## src/hdl/ldm_pkg.sv

```systemverilog
package ldm_pkg;
	// primitive cell geometry
	localparam int LDM_CELL_AW     = 4;
	localparam int LDM_CELL_DW     = 2;
	localparam int LDM_CELL_WORDS  = 16;
	localparam int LDM_CELL_BITS   = 32;
	// cascade: four cells deep, two cells wide
	localparam int LDM_DEPTH_CELLS = 4;
	localparam int LDM_WIDTH_CELLS = 2;
	localparam int LDM_AW          = 6;
	localparam int LDM_DW          = 4;
	localparam int LDM_ROW_W       = 2;
	// apb register map
	localparam int          LDM_PADDR_W    = 12;
	localparam logic [11:0] LDM_CTRL_OFS   = 12'h000;
	localparam logic [11:0] LDM_STATUS_OFS = 12'h004;
	localparam logic [11:0] LDM_WRCNT_OFS  = 12'h008;
	// control register fields
	localparam int          LDM_CTRL_W       = 3;
	localparam int          LDM_CTRL_SP_REG  = 0;
	localparam int          LDM_CTRL_DP_REG  = 1;
	localparam int          LDM_CTRL_ROM_REG = 2;
	localparam logic [2:0]  LDM_CTRL_RST     = 3'h0;
	// status register fields
	localparam int          LDM_STAT_SP_LSB  = 0;
	localparam int          LDM_STAT_DP_LSB  = 4;
	localparam int          LDM_STAT_ROM_LSB = 8;
	// write counter
	localparam int          LDM_WRCNT_W   = 16;
	localparam logic [15:0] LDM_WRCNT_RST = 16'h0000;
	// rom image: only the first eight words are given, the rest stay zero
	localparam logic [31:0]  LDM_ROM_HEAD  = 32'hC3A5_96F1;
	localparam logic [255:0] LDM_ROM_IMAGE = {224'h0, LDM_ROM_HEAD};
endpackage : ldm_pkg

```

## src/hdl/ldm_cell.sv

```systemverilog
`timescale 1ns/1ps
// one 16x2 lookup-table memory cell with a synchronous write port
module ldm_cell
	import ldm_pkg::*;
#(
	parameter logic [LDM_CELL_BITS-1:0] INIT_BITS = '0
) (
	input  wire logic                   mclk,
	input  wire logic                   writeEn,
	input  wire logic [LDM_CELL_AW-1:0] writeSel,
	input  wire logic [LDM_CELL_DW-1:0] writeWord,
	input  wire logic [LDM_CELL_AW-1:0] readSel,
	output logic      [LDM_CELL_DW-1:0] readWord
);
	// power-on contents, bit by bit; unset bits default to zero
	// given at the declaration so the write process stays the only writer
	logic [LDM_CELL_WORDS-1:0][LDM_CELL_DW-1:0] mem_q = INIT_BITS;

	// write at the rising edge only while enabled; no reset on contents
	always_ff @(posedge mclk) begin
		if (writeEn) begin
			mem_q[writeSel] <= writeWord;
		end
	end

	// asynchronous read port
	assign readWord = mem_q[readSel];

	logic [LDM_CELL_DW-1:0] heldWord;
	assign heldWord = mem_q[writeSel];
endmodule : ldm_cell

```

## src/hdl/ldm_top.sv

```systemverilog
`timescale 1ns/1ps
// cascaded lut memories: single-port ram, dual-port ram and rom, apb config
module ldm_top
	import ldm_pkg::*;
(
	input  wire logic              mclk,
	input  wire logic              rst,
	// apb slave
	input  wire logic              psel,
	input  wire logic              penable,
	input  wire logic              pwrite,
	input  wire logic [11:0]       paddr,
	input  wire logic [31:0]       pwdata,
	output logic      [31:0]       prdata,
	output logic                   pready,
	output logic                   pslverr,
	// single-port ram
	input  wire logic              primitiveWriteEnable,
	input  wire logic [LDM_AW-1:0] spLocation,
	input  wire logic [LDM_DW-1:0] spWriteWord,
	input  wire logic              outputStageEnable,
	output logic      [LDM_DW-1:0] spReadWord,
	// dual-port ram
	input  wire logic              dpWriteEnable,
	input  wire logic              writeSideClockEnable,
	input  wire logic [LDM_AW-1:0] writeWordSelect,
	input  wire logic [LDM_DW-1:0] dpWriteWord,
	input  wire logic [LDM_AW-1:0] readWordSelect,
	input  wire logic              readSideClockEnable,
	output logic      [LDM_DW-1:0] dualReadWord,
	// rom
	input  wire logic [LDM_AW-1:0] romLocation,
	input  wire logic              romOutputClockEnable,
	output logic      [LDM_DW-1:0] romReadWord
);
	logic [LDM_CTRL_W-1:0]  ctrl_q, ctrl_d;
	logic [LDM_WRCNT_W-1:0] wrCnt_q, wrCnt_d;
	logic [31:0]            prdata_q, prdata_d;
	logic                   pready_q, pready_d;
	logic                   pslverr_q, pslverr_d;
	logic [LDM_DW-1:0]      spOut_q, spOut_d;
	logic [LDM_DW-1:0]      dpOut_q, dpOut_d;
	logic [LDM_DW-1:0]      romOut_q, romOut_d;

	logic [LDM_DEPTH_CELLS-1:0][LDM_DW-1:0] spRow;
	logic [LDM_DEPTH_CELLS-1:0][LDM_DW-1:0] dpRow;
	logic [LDM_DEPTH_CELLS-1:0][LDM_DW-1:0] romRow;
	logic [LDM_DW-1:0] spComb;
	logic [LDM_DW-1:0] dpComb;
	logic [LDM_DW-1:0] romComb;
	logic              dpWriteTaken;
	logic              apbAccess;
	logic              apbWrite;

	// slice of the rom image for one cell of the cascade
	function automatic logic [LDM_CELL_BITS-1:0] cellImage(input int row, input int col);
		logic [LDM_CELL_BITS-1:0] bits;
		bits = '0;
		for (int w = 0; w < LDM_CELL_WORDS; w++) begin
			bits[w*LDM_CELL_DW +: LDM_CELL_DW] =
				LDM_ROM_IMAGE[(row*LDM_CELL_WORDS + w)*LDM_DW + col*LDM_CELL_DW +: LDM_CELL_DW];
		end
		return bits;
	endfunction : cellImage

	// dual-port write needs both enables
	assign dpWriteTaken = dpWriteEnable & writeSideClockEnable;

	// cascade: upper address bits pick a row, each row is two cells wide
	for (genvar r = 0; r < LDM_DEPTH_CELLS; r++) begin : gRow
		for (genvar c = 0; c < LDM_WIDTH_CELLS; c++) begin : gCol
			ldm_cell #(
				.INIT_BITS ('0)
			) uSp (
				.mclk      (mclk),
				.writeEn   (primitiveWriteEnable &&
				            spLocation[LDM_AW-1:LDM_CELL_AW] == LDM_ROW_W'(r)),
				.writeSel  (spLocation[LDM_CELL_AW-1:0]),
				.writeWord (spWriteWord[c*LDM_CELL_DW +: LDM_CELL_DW]),
				.readSel   (spLocation[LDM_CELL_AW-1:0]),
				.readWord  (spRow[r][c*LDM_CELL_DW +: LDM_CELL_DW])
			);
			ldm_cell #(
				.INIT_BITS ('0)
			) uDp (
				.mclk      (mclk),
				.writeEn   (dpWriteTaken &&
				            writeWordSelect[LDM_AW-1:LDM_CELL_AW] == LDM_ROW_W'(r)),
				.writeSel  (writeWordSelect[LDM_CELL_AW-1:0]),
				.writeWord (dpWriteWord[c*LDM_CELL_DW +: LDM_CELL_DW]),
				.readSel   (readWordSelect[LDM_CELL_AW-1:0]),
				.readWord  (dpRow[r][c*LDM_CELL_DW +: LDM_CELL_DW])
			);
			// rom: same cell with its write port held off
			ldm_cell #(
				.INIT_BITS (cellImage(r, c))
			) uRom (
				.mclk      (mclk),
				.writeEn   (1'b0),
				.writeSel  (romLocation[LDM_CELL_AW-1:0]),
				.writeWord ('0),
				.readSel   (romLocation[LDM_CELL_AW-1:0]),
				.readWord  (romRow[r][c*LDM_CELL_DW +: LDM_CELL_DW])
			);
		end
	end

	// row selection of the combinational read words
	assign spComb  = spRow[spLocation[LDM_AW-1:LDM_CELL_AW]];
	assign dpComb  = dpRow[readWordSelect[LDM_AW-1:LDM_CELL_AW]];
	assign romComb = romRow[romLocation[LDM_AW-1:LDM_CELL_AW]];

	// optional output stages; reset clears them but leaves the arrays alone
	always_comb begin
		spOut_d  = outputStageEnable    ? spComb  : spOut_q;
		dpOut_d  = readSideClockEnable  ? dpComb  : dpOut_q;
		romOut_d = romOutputClockEnable ? romComb : romOut_q;
	end

	always_ff @(posedge mclk) begin
		if (rst) begin
			spOut_q  <= '0;
			dpOut_q  <= '0;
			romOut_q <= '0;
		end else begin
			spOut_q  <= spOut_d;
			dpOut_q  <= dpOut_d;
			romOut_q <= romOut_d;
		end
	end

	// read words bypass the stage when it is off: this path is unregistered
	assign spReadWord   = ctrl_q[LDM_CTRL_SP_REG]  ? spOut_q  : spComb;
	assign dualReadWord = ctrl_q[LDM_CTRL_DP_REG]  ? dpOut_q  : dpComb;
	assign romReadWord  = ctrl_q[LDM_CTRL_ROM_REG] ? romOut_q : romComb;

	// apb: one wait state, the answer comes at the second access cycle
	assign apbAccess = psel & penable & pready_q;
	assign apbWrite  = apbAccess & pwrite;

	always_comb begin
		pready_d  = psel & penable & ~pready_q;
		prdata_d  = 32'h0000_0000;
		pslverr_d = 1'b0;
		if (pready_d) begin
			case (paddr)
				LDM_CTRL_OFS: begin
					prdata_d[LDM_CTRL_W-1:0] = ctrl_q;
				end
				LDM_STATUS_OFS: begin
					prdata_d[LDM_STAT_SP_LSB +: LDM_DW]  = spReadWord;
					prdata_d[LDM_STAT_DP_LSB +: LDM_DW]  = dualReadWord;
					prdata_d[LDM_STAT_ROM_LSB +: LDM_DW] = romReadWord;
				end
				LDM_WRCNT_OFS: begin
					prdata_d[LDM_WRCNT_W-1:0] = wrCnt_q;
				end
				default: begin
					pslverr_d = 1'b1; // unmapped: error, data zero
				end
			endcase
		end
	end

	// control and write counter; a counted write wins over a clearing access
	always_comb begin
		ctrl_d  = ctrl_q;
		wrCnt_d = wrCnt_q;
		if (apbWrite && paddr == LDM_CTRL_OFS) begin
			ctrl_d = pwdata[LDM_CTRL_W-1:0];
		end
		if (apbWrite && paddr == LDM_WRCNT_OFS) begin
			wrCnt_d = LDM_WRCNT_RST;
		end
		wrCnt_d = wrCnt_d + LDM_WRCNT_W'(primitiveWriteEnable) + LDM_WRCNT_W'(dpWriteTaken);
	end

	always_ff @(posedge mclk) begin
		if (rst) begin
			ctrl_q    <= LDM_CTRL_RST;
			wrCnt_q   <= LDM_WRCNT_RST;
			prdata_q  <= 32'h0000_0000;
			pready_q  <= 1'b0;
			pslverr_q <= 1'b0;
		end else begin
			ctrl_q    <= ctrl_d;
			wrCnt_q   <= wrCnt_d;
			prdata_q  <= prdata_d;
			pready_q  <= pready_d;
			pslverr_q <= pslverr_d;
		end
	end

	assign prdata  = prdata_q;
	assign pready  = pready_q;
	assign pslverr = pslverr_q;

	// helpers for the checks below
	logic [LDM_DW-1:0] romExpect;
	assign romExpect = LDM_ROM_IMAGE[{romLocation, 2'b00} +: LDM_DW];
endmodule : ldm_top

```

## config.mk

```make
export PLATFORM = sky130hd
export DESIGN_NAME = ldm_top
export DESIGN_NICKNAME = d
export VERILOG_FILES = /design/src/hdl/ldm_pkg.sv /design/src/hdl/ldm_cell.sv /design/src/hdl/ldm_top.sv
export SDC_FILE = /design/constraint.sdc
export NUM_CORES = 1
export LEC_CHECK = 0
export BUFFER_PORTS_ARGS = -buffer_cell sky130_fd_sc_hd__buf_2
export CAP_MARGIN = 40
export CORE_MARGIN = 3
export CORE_UTILIZATION = 25
export CTS_BUF_LIST = sky130_fd_sc_hd__clkbuf_4 sky130_fd_sc_hd__clkbuf_8
export DETAILED_ROUTE_END_ITERATION = 8
export PLACE_DENSITY = 0.38
export SLEW_MARGIN = 30
export SYNTH_ARGS = -nofsm -noshare
export SYNTH_HDL_FRONTEND = slang
export SYNTH_SLANG_ARGS = --single-unit
```

## constraint.sdc

```tcl
create_clock -name mclk -period 3.4 [get_ports mclk]
set_input_delay 0 -clock mclk [delete_from_list [all_inputs] [get_ports mclk]]
set_output_delay 0 -clock mclk [all_outputs]
set_load 0.01 [all_outputs]
```

==> run summary <==
The flow ran to the end, and the final reports show no timing, DRC or antenna violations. Across the run, the number of max-cap violations was 0. Clock tree synthesis found a total of 557 sinks. Setup repair after global routing left no endpoint under its margin. For the worst flop-to-flop path, the logic depth is 8. The startpoint kind of the worst setup timing path was a flip-flop. The number of top-level design ports was 133; the per-cell via count in the routed design was 4.405.

The clock skew was 0.05002 ns; the clock-pin slew on the worst setup and hold paths was 0.06 ns. The number of enable flip-flop cells after synthesis works out to 512. Library cell used as clock root buffer: clkbuf_8. The tools report the largest buffer count on any clock path as 3.

Total grt overflow: 0. The share of final-layout standard cells stronger than drive strength 1 is 0.2715, and the sequential fraction of the synthesis area is 0.7309. The max-slew headroom at the worst pin is 0.4855. The primary flip-flop cell chosen by synthesis mapping is edfxtp_1. Area of the die: 0.09269 mm^2. The final max-slew violation count is 0. The cell area that synthesis handed to floorplanning was 0.02227 mm^2. For this run, the number of Yosys warnings is 0.

The cell depth of the worst min-delay path was 4. Along the worst path, the maximum fanout reaches 2. The count of buffers inserted at the top-level ports came out at 76. After the first detailed-routing iteration, the DRC count stood at 780. For the finished layout, the period the worst path requires is 3.025 ns. The total iterations of the first detailed-routing run was 5.

Leaving out fill and tap cells, the most frequent cell in the layout is edfxtp_1. Once detail routing completed, the nets flagged for antenna violations numbered 0. The number of instances in the synthesized netlist came out at 1236. Adding up every negative setup slack in the final design gives 0 ns. Post-route core utilization: 0.3018. The run gives 0.7451 as the weighted congestion reported at the end of routability-driven placement. The netlist uses 57 different library cells.

Type of the setup path with the least slack: flip-flop to output pin. CTS built an H-tree with a depth of 3. The class of the most critical hold timing path is primary input to flip-flop. The path with the worst hold slack has its endpoint at gRow[1].gCol[1].uDp.mem_q[28]. Global routing usage summed across all routing layers: 0.1221. In the final layout, flip-flops and latches occupy 0.01628 mm^2.

After detailed routing, the number of remaining DRC violations is 0. The final cycle utilization of the critical path was 0.8898; the die outline height was 304.4 um. Data on the critical path is required at its endpoint by 3.40 ns. Entering global routing, the biggest net connects 65 pins.

Summing all multi-input logic gate instances after layout gives 0.005545 mm^2. The logs give 0.71 ns for the worst-skew pair later-pin latency and 11718 for the total number of vias. The worst setup path is captured at an output pin. TritonCTS built the clock tree. The proportion of register bits with asynchronous set or reset after synthesis is 0. The run gives 84660 um as the first-pass GRT wire length. The startpoint identified for the worst register-to-register timing path is pready. Timing would allow up to 330.5 MHz. In this run the power density over the cells is 546.6 mW/mm^2.

In this run the mean area of a mapped cell was 18.02 um^2. Setup violations remaining at the end of the flow were counted as 0. The tools report the wire length after detailed routing as 56770 um. The initialized floorplan defines 108 standard-cell rows. At the pin with the least slew margin, the transition time is 0.7695 ns.

The tools report the initial standard-cell utilization of the core as 0.2543. Leaving out fill and tap cells, the most frequent cells in the layout are edfxtp_1 (512), nor2_1 (161), mux4_2 (120), clkbuf_8 (102), buf_2 (72). The tools report the core outline area as 0.08756 mm^2. After clock tree synthesis, the repair step resized 0 gates. The die width was 304.4 um. The tools report the startpoint of the worst hold path as writeWordSelect[4]. Initial antenna violation count: 1. Counting the buffers created by CTS gives 97.

Detailed placement ended at an HPWL of 38040 um. The run gives 0.3745 ns as the setup slack of the critical path after layout. The average wire length per cell after detail routing is 21.34 um, and the post-synthesis register bit count is 557. Peak supply drop: 0.2744 mV. The tools report the setup slack on the worst flop-to-flop path as 0.73 ns. The count of final hold-check violations is 0, and the synthesis-to-layout area growth is 18.67%.

For the worst slack after detailed placement, the log shows 0.5003 ns. The endpoint identified for the worst register-to-register timing path is ctrl_q[1]. After the last flow step, the layout net total stands at 1509. The logs give 12559 for the via count of the first global-routing pass and 8725 for the number of fill cells.

For the arrival time at the worst endpoint, the log shows 3.03 ns. The leakage power is 8.386 nW.
==> where the power goes <==
group	leakage (nW)	switching, W	internal (W)
clock	1.04	0.00281	0.00327
sequential	4.97	0.0000147	0.00752
combinational	2.37	0.000510	0.000317
total	8.39	0.00334	0.0111
==> cells by family after synthesis <==
group                      Yosys count  share of synthesized area
buffers and inverters               91                    0.02326
AOI/OAI and AO/OA                  109                    0.03355
adders and majority gates            2                   0.001461
other                                1                  0.0001684
and+or+nand+nor                    321                    0.06844
DFF                                557                     0.7309
xor gates and xnor gates            14                   0.005506
muxes                              141                     0.1367
==> cell usage after synthesis (4+ instances only) <==
master,instances,area share
dfxtp_1,45,0.040
and2_1,17,0.0048
nand3_1,25,0.0056
and3_1,4,0.0011
clkbuf_1,35,0.0059
inv_1,6,0.0010
mux4_1,8,0.0094
mux2i_1,12,0.0054
nor2b_1,14,0.0039
o221ai_1,4,0.0016
buf_2,13,0.0029
xor2_1,10,0.0039
mux4_2,120,0.12
buf_6,5,0.0025
nor2_1,161,0.027
nand2_1,53,0.0089
xnor2_1,4,0.0016
a22oi_1,39,0.013
or3b_2,6,0.0024
buf_4,28,0.0094
a211oi_1,4,0.0013
a31oi_1,5,0.0014
o22ai_1,16,0.0045
edfxtp_1,512,0.69
nand2b_1,12,0.0034
nand3b_1,9,0.0030
a21oi_1,20,0.0045
nand4_1,4,0.0011
==> repair_timing <==
item	CTS	global route
hold endpoints to repair	378	0
setup buffers	0	0
hold buffers	37	0
==> layer usage <==
| layer | wire length (um) | GRT usage | vias up |
|---|---|---|---|
| li1 | - | - | 5280 |
| met2 | 28610 | 0.2094 | 255 |
| met1 | 24780 | 0.1575 | 6098 |
| met5 | 0 | 0 | - |
| met4 | 1240 | 0.03460 | 0 |
| met3 | 2133 | 0.02317 | 85 |
==> flip-flops by register name, summed over array words and instances (netlist names) <==
register	cells
gRow.gCol.uDp.mem_q	256
gRow.gCol.uSp.mem_q	256
prdata	16
wrCnt_q	16
dpOut_q	4
spOut_q	4
ctrl_q	3
pready	1
pslverr	1
==> area by class of cell <==
class	instances	share of cell area
multi-input cells	607	0.2098
well taps	1155	0.05469
diodes	2	0.0001894
flip-flops and latches	557	0.6159
inverters	6	0.0008523
repair buffers	151	0.04465
clock buffers	135	0.06250
clock inverters	47	0.01136
==> worst max-delay path: stages (launching register included) <==
cell      delay (ns)
edfxtp_1        0.35
mux4_2          0.48
mux2i_1         0.33
o311ai_0        0.17
o21ai_0         0.62
o21ai_1         0.20
buf_2           0.19
==> stage by stage <==
stage / hold WS, ns / std cells / total power (W) / instance area (um^2)
finish: 0.05425 / 2660 / 0.01444 / 26430
global route: 0.05584 / 2659 / 0.01508 / 26420
CTS: 0.01147 / 2653 / 0.01468 / 26310
detailed placement: 0.2544 / 2434 / 0.008488 / 23980
global placement: 0.2374 / 2433 / 0.008481 / 23960
floorplan: 0.09561 / 1255 / 0.008130 / 22340
==> worst max path at each step <==
stage	from	endpoint	slack [ns]	depth (start not counted)
3_5_place_dp	spLocation[0]	prdata[3]	0.50	9
4_1_cts	gRow[2].gCol[0].uSp.mem_q[17]	spReadWord[1]	0.24	6
2_1_floorplan	paddr[7]	wrCnt_q[12]	0.81	11
3_3_place_gp	spLocation[0]	prdata[3]	0.50	9
5_1_grt	gRow[2].gCol[0].uSp.mem_q[21]	spReadWord[1]	0.21	6
6_report	gRow[0].gCol[0].uDp.mem_q[27]	dualReadWord[1]	0.37	6
No activity file was read; power rests on OpenSTA's default activity.
